===== src/rtl/iscb_defs.svh =====
`ifndef ISCB_DEFS_SVH
`define ISCB_DEFS_SVH

// --------------------------------------------------------------
// register byte offsets
// --------------------------------------------------------------
`define ISCB_OFS_RELOAD 5'h00
`define ISCB_OFS_BUFFER 5'h04
`define ISCB_OFS_CTRL 5'h08
`define ISCB_OFS_STATUS 5'h0c
`define ISCB_OFS_CLEAR 5'h10
`define ISCB_OFS_ENABLE 5'h14

// --------------------------------------------------------------
// control fields
// --------------------------------------------------------------
`define ISCB_CTRL_EN 0
`define ISCB_CTRL_SPI 1
`define ISCB_CTRL_STOP 2
`define ISCB_CTRL_START 3

// --------------------------------------------------------------
// status fields and interrupt bits
// --------------------------------------------------------------
`define ISCB_ST_SPIF 0
`define ISCB_ST_BCL 1
`define ISCB_ST_STOPDET 2
`define ISCB_ST_BUSY 3
`define ISCB_ST_LOCK 4
`define ISCB_IRQ_BITS 2

// --------------------------------------------------------------
// reset values and timing
// --------------------------------------------------------------
`define ISCB_RST_RELOAD 8'h4f
`define ISCB_RST_CTRL 8'h00
`define ISCB_XFER_HALVES 5'h10

`endif


===== src/rtl/iscb_pkg.sv =====
package iscb_pkg;
    // stop sequence phases
    typedef enum logic [2:0] {
        STOP_IDLE,
        STOP_SDA_LOW,
        STOP_SCL_WAIT,
        STOP_SCL_HIGH,
        STOP_SDA_REL,
        STOP_TAIL
    } iscb_stop_t;
endpackage


===== src/rtl/iscb_brg.sv =====
// reload down-counter shared by both master modes; one expiry per half clock period
module iscb_brg #(
    parameter int RW = 8
) (
    // clock and reset
    input wire logic clk,
    input wire logic sys_rst,
    // control
    input wire logic [RW-1:0] reload,
    input wire logic load,
    input wire logic run,
    // event
    output logic expire
);
    logic [RW:0] cnt_r;
    logic [RW:0] cnt_nxt;
    logic expire_r;
    logic expire_nxt;

    generate
        if (RW < 2) begin : g_bad_width
            $error("iscb_brg: reload width too small");
        end
    endgenerate

    // each half period is 2*(reload+1) clocks, so a full period is 4*(reload+1)
    always_comb begin
        cnt_nxt = cnt_r;
        expire_nxt = 1'b0;
        if (load) begin
            cnt_nxt = {reload, 1'b1};
        end else if (run) begin
            if (cnt_r == '0) begin
                cnt_nxt = {reload, 1'b1};
                expire_nxt = 1'b1;
            end else begin
                cnt_nxt = cnt_r - 1'b1;
            end
        end
    end

    // counter holds still when no operation runs
    always_ff @(posedge clk) begin
        if (sys_rst) begin
            cnt_r <= '0;
            expire_r <= 1'b0;
        end else begin
            cnt_r <= cnt_nxt;
            expire_r <= expire_nxt;
        end
    end

    assign expire = expire_r;
endmodule // iscb_brg


===== src/rtl/iscb_top.sv =====
// What this block does
// in a stop, sample data after the released-line count expires; low means collision.
// in a stop, clock seen low again before data rises flags a collision.
// stop begins driving data low; clock released only after data is sampled low.
// wait for clock high, reload counter, count to zero, then release data.
// one reload down-counter clocks both two-wire and serial-peripheral master modes.
// writing the shift buffer starts the counter counting down.
// when an operation ends the counter stops and the clock pin keeps its level.
// the counter reloads from the reload register twice per clock period.
// clock frequency is oscillator over four times reload plus one.
// software must not use reload values 0, 1 or 2 in two-wire mode.
// a collision sets the bus collision flag and returns the port to idle.
// an aborted sequence releases both lines and clears its enable bit.
// after a clean stop wait one more period, clear stop enable, set port flag.
// after a stop collision ignore the bus until a buffer write or start request.
`include "iscb_defs.svh"

module iscb_top #(
    parameter int RW = 8
) (
    // clock and reset
    input wire logic clk,
    input wire logic sys_rst,
    // avalon-mm slave
    input wire logic [4:0] avs_address,
    input wire logic avs_read,
    input wire logic avs_write,
    input wire logic [31:0] avs_writedata,
    output logic [31:0] avs_readdata,
    output logic avs_waitrequest,
    // interrupt
    output logic irq,
    // two-wire bus pins, open drain in two-wire mode
    input wire logic scl_i,
    output logic scl_o,
    output logic scl_oe,
    input wire logic sda_i,
    output logic sda_o,
    output logic sda_oe
);
    generate
        if (RW != 8) begin : g_bad_width
            $error("iscb_top: register width must be 8");
        end
    endgenerate

    // --------------------------------------------------------------
    // pin synchronisers
    // --------------------------------------------------------------
    logic scl_s1_r;
    logic scl_s2_r;
    logic sda_s1_r;
    logic sda_s2_r;

    // two flops per pin; only the second stage is read
    always_ff @(posedge clk) begin
        if (sys_rst) begin
            scl_s1_r <= 1'b1;
            scl_s2_r <= 1'b1;
            sda_s1_r <= 1'b1;
            sda_s2_r <= 1'b1;
        end else begin
            scl_s1_r <= scl_i;
            scl_s2_r <= scl_s1_r;
            sda_s1_r <= sda_i;
            sda_s2_r <= sda_s1_r;
        end
    end

    // --------------------------------------------------------------
    // state
    // --------------------------------------------------------------
    logic [RW-1:0] reload_r, reload_nxt;
    logic [RW-1:0] shift_r, shift_nxt;
    logic [7:0] ctrl_r, ctrl_nxt;
    logic [`ISCB_IRQ_BITS-1:0] flags_r, flags_nxt;
    logic [`ISCB_IRQ_BITS-1:0] irq_en_r, irq_en_nxt;
    logic stop_det_r, stop_det_nxt;
    logic lock_r, lock_nxt;
    logic [4:0] halves_r, halves_nxt;
    logic clk_lvl_r, clk_lvl_nxt;
    iscb_pkg::iscb_stop_t stop_r, stop_nxt;
    logic wait_r, wait_nxt;
    logic [31:0] rdata_r, rdata_nxt;
    logic irq_r, irq_nxt;
    logic scl_o_r, scl_o_nxt, scl_oe_r, scl_oe_nxt;
    logic sda_o_r, sda_o_nxt, sda_oe_r, sda_oe_nxt;
    logic brg_load;
    logic brg_run;
    logic brg_exp;

    logic take;
    logic wr_take;
    logic xfer_busy;
    logic busy;
    logic spi_mode;
    logic [`ISCB_IRQ_BITS-1:0] set_ev;

    assign take = (avs_read || avs_write) && !wait_r;
    assign wr_take = avs_write && !wait_r;
    assign xfer_busy = (halves_r != 5'h00);
    assign busy = xfer_busy || (stop_r != iscb_pkg::STOP_IDLE);
    assign spi_mode = ctrl_r[`ISCB_CTRL_SPI];

    // --------------------------------------------------------------
    // shared reload down-counter
    // --------------------------------------------------------------
    iscb_brg #(
        .RW(RW)
    ) u_brg (
        .clk(clk),
        .sys_rst(sys_rst),
        .reload(reload_r),
        .load(brg_load),
        .run(brg_run),
        .expire(brg_exp)
    );

    // read mux of the register file
    function automatic logic [31:0] rd_mux(input logic [4:0] a);
        logic [31:0] v;
        v = 32'h0000_0000;
        unique case (a)
            `ISCB_OFS_RELOAD: v[RW-1:0] = reload_r;
            `ISCB_OFS_BUFFER: v[RW-1:0] = shift_r;
            `ISCB_OFS_CTRL: v[7:0] = ctrl_r;
            `ISCB_OFS_STATUS: v[4:0] = {lock_r, busy, stop_det_r, flags_r};
            `ISCB_OFS_ENABLE: v[`ISCB_IRQ_BITS-1:0] = irq_en_r;
            default: v = 32'h0000_0000; // clear register and holes read zero
        endcase
        return v;
    endfunction

    // --------------------------------------------------------------
    // next-state logic: bus slave, transfer, stop sequence, pins
    // --------------------------------------------------------------
    always_comb begin
        reload_nxt = reload_r;
        shift_nxt = shift_r;
        ctrl_nxt = ctrl_r;
        irq_en_nxt = irq_en_r;
        stop_det_nxt = stop_det_r;
        lock_nxt = lock_r;
        halves_nxt = halves_r;
        clk_lvl_nxt = clk_lvl_r;
        stop_nxt = stop_r;
        set_ev = '0;
        brg_load = 1'b0;
        brg_run = busy && ctrl_r[`ISCB_CTRL_EN];
        scl_o_nxt = 1'b0;
        sda_o_nxt = 1'b0;
        scl_oe_nxt = scl_oe_r;
        sda_oe_nxt = sda_oe_r;
        ctrl_nxt[`ISCB_CTRL_START] = 1'b0;

        // one wait cycle, then the answer stands for the completing edge
        wait_nxt = !((avs_read || avs_write) && wait_r);
        rdata_nxt = ((avs_read || avs_write) && wait_r) ? rd_mux(avs_address) : rdata_r;

        if (wr_take) begin
            unique case (avs_address)
                `ISCB_OFS_RELOAD: reload_nxt = avs_writedata[RW-1:0];
                `ISCB_OFS_BUFFER: begin
                    if (!busy && ctrl_r[`ISCB_CTRL_EN]) begin
                        shift_nxt = avs_writedata[RW-1:0];
                        halves_nxt = `ISCB_XFER_HALVES;
                        clk_lvl_nxt = 1'b0;
                        brg_load = 1'b1;
                        lock_nxt = 1'b0;
                    end
                end
                `ISCB_OFS_CTRL: begin
                    ctrl_nxt[1:0] = avs_writedata[1:0];
                    if (avs_writedata[`ISCB_CTRL_START]) begin
                        lock_nxt = 1'b0;
                    end
                    if (avs_writedata[`ISCB_CTRL_STOP] && !busy && !lock_r && !spi_mode) begin
                        ctrl_nxt[`ISCB_CTRL_STOP] = 1'b1;
                        stop_nxt = iscb_pkg::STOP_SDA_LOW;
                        stop_det_nxt = 1'b0;
                        brg_load = 1'b1;
                    end
                end
                `ISCB_OFS_ENABLE: irq_en_nxt = avs_writedata[`ISCB_IRQ_BITS-1:0];
                default: ; // status, clear and holes take no store
            endcase
        end

        // byte transfer: clock toggles on each expiry, data moves on the falling half
        if (xfer_busy && brg_exp) begin
            clk_lvl_nxt = !clk_lvl_r;
            halves_nxt = halves_r - 5'h01;
            if (clk_lvl_r) begin
                shift_nxt = {shift_r[RW-2:0], 1'b0};
            end
            if (halves_r == 5'h01) begin
                set_ev[`ISCB_ST_SPIF] = 1'b1; // counter stops, clock keeps level
            end
        end

        // stop sequence
        unique case (stop_r)
            iscb_pkg::STOP_IDLE: ;
            iscb_pkg::STOP_SDA_LOW: begin
                sda_oe_nxt = 1'b1;
                scl_oe_nxt = 1'b1;
                if (brg_exp && !sda_s2_r) begin
                    scl_oe_nxt = 1'b0;
                    stop_nxt = iscb_pkg::STOP_SCL_WAIT;
                end
            end
            iscb_pkg::STOP_SCL_WAIT: begin
                // others may stretch the clock here
                if (scl_s2_r) begin
                    brg_load = 1'b1;
                    stop_nxt = iscb_pkg::STOP_SCL_HIGH;
                end
            end
            iscb_pkg::STOP_SCL_HIGH: begin
                if (!scl_s2_r) begin
                    set_ev[`ISCB_ST_BCL] = 1'b1;
                end else if (brg_exp) begin
                    sda_oe_nxt = 1'b0;
                    brg_load = 1'b1;
                    stop_nxt = iscb_pkg::STOP_SDA_REL;
                end
            end
            iscb_pkg::STOP_SDA_REL: begin
                if (!scl_s2_r && !sda_s2_r) begin
                    set_ev[`ISCB_ST_BCL] = 1'b1;
                end else if (brg_exp) begin
                    if (!sda_s2_r) begin
                        set_ev[`ISCB_ST_BCL] = 1'b1;
                    end else begin
                        stop_det_nxt = 1'b1;
                        brg_load = 1'b1;
                        stop_nxt = iscb_pkg::STOP_TAIL;
                    end
                end
            end
            iscb_pkg::STOP_TAIL: begin
                if (brg_exp) begin
                    ctrl_nxt[`ISCB_CTRL_STOP] = 1'b0;
                    set_ev[`ISCB_ST_SPIF] = 1'b1;
                    stop_nxt = iscb_pkg::STOP_IDLE;
                end
            end
            default: stop_nxt = iscb_pkg::STOP_IDLE;
        endcase

        // collision aborts the stop: release lines, clear enable, go idle
        if (set_ev[`ISCB_ST_BCL]) begin
            sda_oe_nxt = 1'b0;
            scl_oe_nxt = 1'b0;
            ctrl_nxt[`ISCB_CTRL_STOP] = 1'b0;
            stop_nxt = iscb_pkg::STOP_IDLE;
            lock_nxt = 1'b1;
        end

        // transfer drives the pins; spi is push-pull, two-wire is open drain
        if (xfer_busy || halves_nxt != 5'h00) begin
            if (spi_mode) begin
                scl_o_nxt = clk_lvl_nxt;
                scl_oe_nxt = 1'b1;
                sda_o_nxt = shift_nxt[RW-1];
                sda_oe_nxt = 1'b1;
            end else begin
                scl_oe_nxt = !clk_lvl_nxt;
                sda_oe_nxt = !shift_nxt[RW-1];
            end
        end else if (spi_mode) begin
            scl_o_nxt = scl_o_r;
            sda_o_nxt = sda_o_r;
        end

        // disabling the port frees the pins and abandons any operation
        if (!ctrl_r[`ISCB_CTRL_EN]) begin
            scl_oe_nxt = 1'b0;
            sda_oe_nxt = 1'b0;
            halves_nxt = 5'h00;
            stop_nxt = iscb_pkg::STOP_IDLE;
            ctrl_nxt[`ISCB_CTRL_STOP] = 1'b0;
            stop_det_nxt = 1'b0;
        end

        // sticky flags: a hardware set beats a same-cycle clear
        flags_nxt = flags_r;
        if (wr_take && avs_address == `ISCB_OFS_CLEAR) begin
            flags_nxt = flags_r & ~avs_writedata[`ISCB_IRQ_BITS-1:0];
        end
        flags_nxt = flags_nxt | set_ev;
        irq_nxt = |(flags_nxt & irq_en_nxt);
    end

    // --------------------------------------------------------------
    // registers
    // --------------------------------------------------------------
    always_ff @(posedge clk) begin
        if (sys_rst) begin
            reload_r <= `ISCB_RST_RELOAD;
            shift_r <= '0;
            ctrl_r <= `ISCB_RST_CTRL;
            flags_r <= '0;
            irq_en_r <= '0;
            stop_det_r <= 1'b0;
            lock_r <= 1'b0;
            halves_r <= 5'h00;
            clk_lvl_r <= 1'b0;
            stop_r <= iscb_pkg::STOP_IDLE;
            wait_r <= 1'b1;
            rdata_r <= 32'h0000_0000;
            irq_r <= 1'b0;
            scl_o_r <= 1'b0;
            scl_oe_r <= 1'b0;
            sda_o_r <= 1'b0;
            sda_oe_r <= 1'b0;
        end else begin
            reload_r <= reload_nxt;
            shift_r <= shift_nxt;
            ctrl_r <= ctrl_nxt;
            flags_r <= flags_nxt;
            irq_en_r <= irq_en_nxt;
            stop_det_r <= stop_det_nxt;
            lock_r <= lock_nxt;
            halves_r <= halves_nxt;
            clk_lvl_r <= clk_lvl_nxt;
            stop_r <= stop_nxt;
            wait_r <= wait_nxt;
            rdata_r <= rdata_nxt;
            irq_r <= irq_nxt;
            scl_o_r <= scl_o_nxt;
            scl_oe_r <= scl_oe_nxt;
            sda_o_r <= sda_o_nxt;
            sda_oe_r <= sda_oe_nxt;
        end
    end

    // outputs straight from flops
    assign avs_readdata = rdata_r;
    assign avs_waitrequest = wait_r;
    assign irq = irq_r;
    assign scl_o = scl_o_r;
    assign scl_oe = scl_oe_r;
    assign sda_o = sda_o_r;
    assign sda_oe = sda_oe_r;

    logic unused_take;
    assign unused_take = take;
endmodule // iscb_top


===== config.mk =====
export PLATFORM = sky130hd
export DESIGN_NAME = iscb_top
export DESIGN_NICKNAME = d
export VERILOG_FILES = /design/src/rtl/iscb_pkg.sv /design/src/rtl/iscb_brg.sv /design/src/rtl/iscb_top.sv
export VERILOG_INCLUDE_DIRS = /design/src /design/src/rtl
export SDC_FILE = /design/constraint.sdc
export NUM_CORES = 1
export LEC_CHECK = 0
export ABC_AREA = 1
export BUFFER_PORTS_ARGS = -buffer_cell sky130_fd_sc_hd__buf_2
export CAP_MARGIN = 20
export CORE_MARGIN = 2
export CORE_UTILIZATION = 50
export CTS_CLUSTER_SIZE = 12
export DETAILED_ROUTE_END_ITERATION = 8
export GPL_TIMING_DRIVEN = 0
export PLACE_DENSITY = 0.8
export SYNTH_ARGS = -nofsm -noshare
export SYNTH_HDL_FRONTEND = slang
export SYNTH_SLANG_ARGS = --single-unit

===== constraint.sdc =====
create_clock -name clk -period 2.1 [get_ports clk]
set_input_delay 0.21 -clock clk [delete_from_list [all_inputs] [get_ports clk]]
set_output_delay 0.21 -clock clk [all_outputs]
set_load 0.02 [all_outputs]

== Word level (Yosys, flattened, before mapping) ==
Cells that the tools add are included.

* Register bits: 63
* Logic and storage cells: 180
* Output and inout port bits: 38

* Bitwise gates (word level): 6
* Add/sub/neg operators: 2
* Multiplexer cells: 88
* Reductions and logical operators: 43
* Equality and inequality tests: 16

{| class="wikitable"
|+ Operator list
! operator !! count
|-
| $mux 1 || 51
|-
| $mux 8 || 5
|-
| $mux 3 || 13
|-
| $mux 9 || 3
|-
| $mux 5 || 4
|-
| $pmux 3 s6 || 1
|-
| $pmux 3 s4 || 1
|-
| $logic_and 1x1->1 || 11
|-
| $eq 5x4->1 const B || 2
|-
| $eq 5x5->1 const B || 2
|-
| $logic_not 1->1 || 10
|-
| $pmux 2 s5 || 1
|-
| $reduce_bool 5->1 || 2
|-
| $logic_not 9->1 || 1
|-
| $reduce_bool 3->1 || 3
|-
| $sub 9x1->9 const B || 1
|-
| $pmux 1 s2 || 4
|-
| $eq 3x2->1 const B || 2
|-
| $eq 3x3->1 const B || 2
|-
| $mux 2 || 3
|-
| $ne 3x3->1 const B || 2
|-
| $pmux 3 s2 || 1
|-
| $reduce_or 3->1 || 2
|-
| $eq 5x1->1 const B || 1
|-
| other kinds (20) || 27
|}

== Longest topological paths before layout ==
* Depth after elaboration: 14
* Depth in mapped cells: 16
* Gate-level depth less buffers: 16

== Modules after synthesis ==
Synthesis repeated with hierarchy kept, for this count alone.

* Cells, all modules: 508
* Area total of the unflattened synthesis: 3455.8 um^2

{| class="wikitable"
|+ By module, submodules not included
! module !! cells an instance !! area each (um^2) !! instances
|-
| iscb_top || 395 || 2776.4 || 1
|-
| iscb_brg || 113 || 679.4 || 1
|}

== Least setup slack after synthesis ==
OpenSTA, ideal clock, no wires.

* Path kind: flip-flop to flip-flop
* Start: register halves_r[0]
* End: register sda_oe_r, in the netlist sda_oe
* Library setup time: 110 ps
* Path buffers: 0
* Arrival time: 1621 ps
* Stages on the path, launching flop included: 16
* Clock period less this slack: 1731 ps
* Path slack: 369 ps
* Path through: dfxtp_1 -> inv_1 -> ha_1 -> inv_1 -> nor2_2 -> nand2_4 -> nor2_8 -> nand3_4 -> nand2_1 -> nand3_2 -> nor2_4 -> nand2_2 -> nand2_1 -> nand2_1 -> inv_1 -> nor2_1

* Longest elaborated chain between the ends: 12
* Elaborated cells on any way between the ends: 24
* Those cells by class: 1 x add/sub; 2 x eq/ne; 11 x mux; 10 x reduce/logical

{| class="wikitable"
|+ RTL lines
! what !! RTL line !! text
|-
| start, declared || iscb_top.sv:80 || <nowiki>logic [4:0] halves_r, halves_nxt;</nowiki>
|-
| start signal, assigned || iscb_top.sv:325 || <nowiki>halves_r <= halves_nxt;</nowiki>
|-
| $reduce_bool 5->1 || iscb_top.sv:101 || <nowiki>assign xfer_busy = (halves_r != 5'h00);</nowiki>
|-
| $logic_or 1x1->1 || iscb_top.sv:102 || <nowiki>assign busy = xfer_busy || (stop_r != iscb_pkg::STOP_IDLE);</nowiki>
|-
| $logic_not 1->1 || iscb_top.sv:164 || <nowiki>if (!busy && ctrl_r[`ISCB_CTRL_EN]) begin</nowiki>
|-
| $logic_and 1x1->1 || iscb_top.sv:164 ||
|-
| $mux 5 or $mux 8 (tied branches) || iscb_top.sv:164 ||
|-
| $mux 5 or $mux 8 (tied branches) || iscb_top.sv:161 || <nowiki>unique case (avs_address)</nowiki>
|-
| $mux 5 or $mux 8 (tied branches) || iscb_top.sv:160 || <nowiki>if (wr_take) begin</nowiki>
|-
| $mux 5 or $mux 8 (tied branches) || iscb_top.sv:190, iscb_top.sv:193 ||
|-
| $reduce_bool 5->1 or $mux 8 (tied branches) || iscb_top.sv:261, iscb_top.sv:190 ||
|-
| $logic_or 1x1->1 or $logic_not 1->1 (tied branches) || iscb_top.sv:261, iscb_top.sv:269 ||
|-
| $ne 4x3->1 (no line), or another cell as far along || - ||
|-
| $reduce_and 3->1 (no line) or $mux 1 (tied branches) || - ||
|-
| end signal, assigned || iscb_top.sv:334 || <nowiki>sda_oe_r <= sda_oe_nxt;</nowiki>
|-
| end, declared || iscb_top.sv:87 || <nowiki>logic sda_o_r, sda_o_nxt, sda_oe_r, sda_oe_nxt;</nowiki>
|}

Parallel ways exist; a longest one is shown, timed or not.
A chain may end at the register's enable or synchronous reset.

== Worst setup path in the final report ==
* Start: register halves_r[0]
* End: register u_brg.cnt_r[7]

* Longest elaborated chain between the ends: 14
* Elaborated cells on any way between the ends: 21
* Those cells by class: 12 x mux; 9 x reduce/logical

{| class="wikitable"
|+ RTL lines
! what !! RTL line !! text
|-
| $reduce_bool 5->1 * || iscb_top.sv:101 ||
|-
| $logic_or 1x1->1 * || iscb_top.sv:102 ||
|-
| $logic_not 1->1 || iscb_top.sv:164, iscb_top.sv:177 ||
|-
| $logic_and 1x1->1 (3 in series) || iscb_top.sv:177 || <nowiki>if (avs_writedata[`ISCB_CTRL_STOP] && !busy && !lock_r && !spi_mode) begin</nowiki>
|-
| $mux 1 || iscb_top.sv:177 ||
|-
| $pmux 1 s2 || iscb_top.sv:161 ||
|-
| $mux 1 || iscb_top.sv:160 ||
|-
| $mux 1 || iscb_top.sv:232 || <nowiki>if (!sda_s2_r) begin</nowiki>
|-
| $mux 1 || iscb_top.sv:231 || <nowiki>end else if (brg_exp) begin</nowiki>
|-
| $mux 1 || iscb_top.sv:229 || <nowiki>if (!scl_s2_r && !sda_s2_r) begin</nowiki>
|-
| $pmux 1 s3 || iscb_top.sv:202 || <nowiki>unique case (stop_r)</nowiki>
|-
| $mux 9 or $reduce_bool 2->1 (tied branches) || - ||
|-
| end signal, assigned || iscb_brg.sv:48 || <nowiki>cnt_r <= cnt_nxt;</nowiki>
|-
| end, declared || iscb_brg.sv:15 || <nowiki>logic [RW:0] cnt_r;</nowiki>
|}

Mark *: on every way between the ends. The rest lies on a longest branch, timed or not.

==> impl_metrics.xml <==
<?xml version="1.0" encoding="UTF-8"?>
<metrics>
  <group name="status">
    <metric name="outcome" unit="">complete, no violations</metric>
  </group>
  <group name="placed_design">
    <metric name="port_buffers" unit="">32</metric>
    <metric name="detailed_place_hpwl" unit="mm">6.23</metric>
    <metric name="dp.cells" unit="">613</metric>
    <metric name="routability_cong" unit="">0.859</metric>
  </group>
  <group name="synth">
    <metric name="synth_warn" unit="">0</metric>
    <metric name="syn_area_per_cell" unit="sq um">7.26</metric>
    <metric name="async_flop_share" unit="">0</metric>
    <metric name="synthDominantAreaCellType" unit="">dfxtp_1</metric>
    <metric name="ys_seq_elements" unit="">62</metric>
    <metric name="synth_enable_flop_cells" unit="">0</metric>
    <metric name="synth_top_family_by_area" unit="">simple AND/OR/NAND/NOR gates</metric>
    <metric name="synth_top_area_frac" unit="">0.358</metric>
    <metric name="post_synth_instance_area" unit="sq um">3470</metric>
    <metric name="syn-instance-count" unit="">478</metric>
    <metric name="yosys-top-cells-area" unit="">dfxtp_1 36%, nand2_1 8.7%, inv_1 6.2%, buf_4 5.4%, nor2_1 5.3%</metric>
    <metric name="postSynth.topFlopCell" unit="">dfxtp_1</metric>
    <metric name="xor_xnor_cell_area_share_of_the_yosys_netlist" unit="">0.0177</metric>
    <metric name="synth_cell_types" unit="">45</metric>
    <metric name="synthSimpleGateAreaFrac" unit="">0.297</metric>
    <metric name="synth_sequential_area_ratio" unit="">0.358</metric>
    <metric name="netlist_top_cells_count" unit="">80 x nand2_1, 62 x dfxtp_1, 57 x inv_1</metric>
    <metric name="synth-compound-area-share" unit="">0.165</metric>
    <metric name="synth.most_common_cell" unit="">nand2_1</metric>
    <metric name="post_synth_fa_ha_maj_area_fraction" unit="">0.0144</metric>
    <metric name="share_of_cell_area_taken_by_muxes_after_synthesis" unit="">0</metric>
  </group>
  <group name="setup_path">
    <metric name="timing.critical_path.from_type" unit="">flop</metric>
    <metric name="crit_type" unit="">reg2reg</metric>
    <metric name="critPathMaxStageDelay" unit="ps">320</metric>
    <metric name="launch_point_of_the_worst_reg_to_reg_path" unit="">halves_r[0]</metric>
    <metric name="crit_path_cell_trace" unit="">inv_2 -&gt; ha_1 -&gt; inv_1 -&gt; nor2_2 -&gt; nand2_4 -&gt; nor2_8 -&gt; nand3_4 -&gt; nand3_4 -&gt; nor2_4 -&gt; inv_2 -&gt; nor2_1 -&gt; nor2_1 -&gt; nand2_1 -&gt; inv_1</metric>
    <metric name="worst_ep_arrival_time" unit="ps">2260</metric>
    <metric name="critical_path_peak_fanout" unit="">10</metric>
    <metric name="cell_type_of_the_slowest_stage_on_the_worst_timing_path" unit="">dfxtp_1</metric>
    <metric name="critical_path.endpoint_type" unit="">flop</metric>
    <metric name="start_point_of_the_critical_path" unit="">halves_r[0]</metric>
    <metric name="timing.reg2reg.worst_path_depth" unit="">14</metric>
    <metric name="worst_ep_required_time" unit="ps">2400</metric>
  </group>
  <group name="global_routing">
    <metric name="grt_overflow_total" unit="">0</metric>
    <metric name="number_of_global_route_vias_before_repair" unit="">2978</metric>
    <metric name="initial_antenna_violation_count" unit="">0</metric>
    <metric name="pin_count_of_the_biggest_net_entering_global_routing" unit="">11</metric>
    <metric name="grt_pass1_wl" unit="mm">13.6</metric>
    <metric name="grtUsageTotal" unit="">0.228</metric>
  </group>
  <group name="detailed_routing">
    <metric name="drt.antenna.violating_nets" unit="">0</metric>
    <metric name="post-route-drc-count" unit="">0</metric>
    <metric name="drt-total-wl" unit="mm">8.29</metric>
    <metric name="detailedRoute.firstPassIterationCount" unit="">5</metric>
    <metric name="vias_per_cell" unit="">5.22</metric>
    <metric name="via_count" unit="">3287</metric>
    <metric name="detail_route.iter0.violations" unit="">262</metric>
    <metric name="wire_per_inst" unit="um">13.2</metric>
  </group>
  <group name="timing">
    <metric name="timing.max_slew.rel_slack" unit="">0.528</metric>
    <metric name="finalSetupViolCount" unit="">0</metric>
    <metric name="hold_violations" unit="">0</metric>
    <metric name="post-route-period-util" unit="">0.934</metric>
    <metric name="worstMarginPinSlew" unit="ps">701</metric>
    <metric name="layout_min_cycle_time" unit="ps">1960</metric>
    <metric name="timing.final.max_slew_violations" unit="">0</metric>
    <metric name="fmax" unit="MHz">510</metric>
    <metric name="clock-skew-final" unit="ps">10.4</metric>
  </group>
  <group name="floorplan">
    <metric name="io_pins" unit="">81</metric>
    <metric name="die_area" unit="sq um">7620</metric>
    <metric name="initial_core_util" unit="">0.513</metric>
    <metric name="placeable_core_region" unit="sq um">6760</metric>
    <metric name="standard_cell_row_count" unit="">30</metric>
    <metric name="die_x" unit="um">87.3</metric>
    <metric name="die_h" unit="um">87.3</metric>
  </group>
  <group name="min_path">
    <metric name="hold_path_class" unit="">in2reg</metric>
    <metric name="whs_path_depth" unit="">2</metric>
    <metric name="min_from" unit="">sda_i</metric>
  </group>
  <group name="cts">
    <metric name="path_clk_slew" unit="ps">70</metric>
    <metric name="worstSkewPairLatency" unit="ps">350</metric>
    <metric name="clk_root_buffer_cell" unit="">clkbuf_8</metric>
    <metric name="htree_num_levels" unit="">3</metric>
    <metric name="clockBufferDepth" unit="">2</metric>
    <metric name="cts_sinks" unit="">62</metric>
    <metric name="tritoncts" unit="">built</metric>
    <metric name="numCtsBuffers" unit="">9</metric>
  </group>
  <group name="power">
    <metric name="post-layout-total-power" unit="mW">2.50</metric>
    <metric name="total_leakage_power" unit="nW">1.89</metric>
    <metric name="power-per-cell-area" unit="nW/um^2">617</metric>
    <metric name="max-vdd-ir-drop" unit="mV">0.473</metric>
  </group>
  <group name="finish">
    <metric name="stdcell_count" unit="">630</metric>
    <metric name="insertedDiodeCount" unit="">0</metric>
    <metric name="nets" unit="">593</metric>
    <metric name="share_of_cells_above_drive_strength_1" unit="">0.233</metric>
    <metric name="syn2layout_area_growth" unit="%">17.0</metric>
  </group>
  <group name="flow_run">
    <metric name="max-cap-violations" unit="">0</metric>
  </group>
</metrics>
-- layout by cell type (no fill, tap or decap), drive strengths merged, types with 2 or more instances in the layout --
master,instances
o21ai,40
clkbuf,17
xnor2,3
nand4,8
conb,24
buf,65
xor2,4
nand3,32
a221oi,2
dfxtp,62
or2,8
ha,4
o31ai,4
a211oi,2
o22ai,3
o221ai,2
nor3,4
o211ai,7
a21oi,33
nand2,85
nor2,63
a31oi,2
inv,67
-- path summary, 6_finish.rpt --
path,to,slack (ps)
worst max register to register,u_brg.cnt_r[7],140
worst max-delay path,u_brg.cnt_r[7],140
worst min register to register,sda_s2_r,410
worst min-delay path,sda_s1_r,40
-- critical path: cells and delay by family (launching register included) --
family        cells  cell delay (ps)
simple gates      9             1070
buf+inv           4              360
flops             1              320
fa+ha+maj         1              170
-- what timing repair did --
action | in CTS | in global routing
resized for setup | 0 | 6
endpoints found under the setup margin | 0 | 8
buffers inserted | 0 | 2
hold buffers | 0 | 0
-- cell families (layout without fill, tap and decap cells) --
kind of cell,after synthesis,in the layout
compound gates,99,99
other cells,1,24
xor+xnor,7,7
fa+ha+maj,4,4
buf+inv,103,152
flops,62,62
simple gates,202,202
-- sequential cells by signal, summed over array words and instances, names as in the netlist, 2 cells and up --
name          flops
u_brg.cnt_r       9
avs_readdata      8
reload_r          8
shift_r           8
halves_r          5
ctrl_r            3
stop_r            3
flags_r           2
irq_en_r          2
-- power by group --
part	internal, mW	total (mW)	switching (mW)
Sequential	1.19	1.19	0.00651
Clock	0.637	1.11	0.472
Combinational	0.0731	0.202	0.128
-- routing by layer --
metal	global-route usage	share of wire	wire length, um	vias up
met5	0	0	0	-
met4	0.127	0.025	204	0
met2	0.360	0.47	3890	127
met3	0.0398	0.064	533	23
met1	0.294	0.44	3660	1485
li1	-	-	-	1652
-- per-stage QoR --
| step | worst slack, ps | utilization | cell area (sq um) | hold slack (ps) | setup TNS, ps |
|---|---|---|---|---|---|
| 5_1_grt | -18.0 | 0.601 | 4060 | 39.0 | -32.4 |
| 3_5_place_dp | 98.5 | 0.565 | 3810 | 394 | 0 |
| 4_1_cts | 88.3 | 0.595 | 4020 | 36.6 | 0 |
| 3_3_place_gp | 150 | 0.565 | 3810 | 392 | 0 |
| 6_report | 138 | 0.601 | 4060 | 43.3 | 0 |
| 2_1_floorplan | 369 | - | 3550 | 314 | 0 |
-- final cells by class --
| class | count | area [sq um] |
|---|---|---|
| Fill cell | 656 | 2700 |
| Multi-Input combinational cell | 336 | 1820 |
| Sequential cell | 62 | 1240 |
| Buffer | 36 | 255 |
| Inverter | 67 | 254 |
| Timing Repair Buffer | 34 | 175 |
| Clock buffer | 12 | 165 |
| Tap cell | 80 | 100 |
| Clock inverter | 3 | 42.5 |
Note: power is estimated with default switching activity, not from simulation.
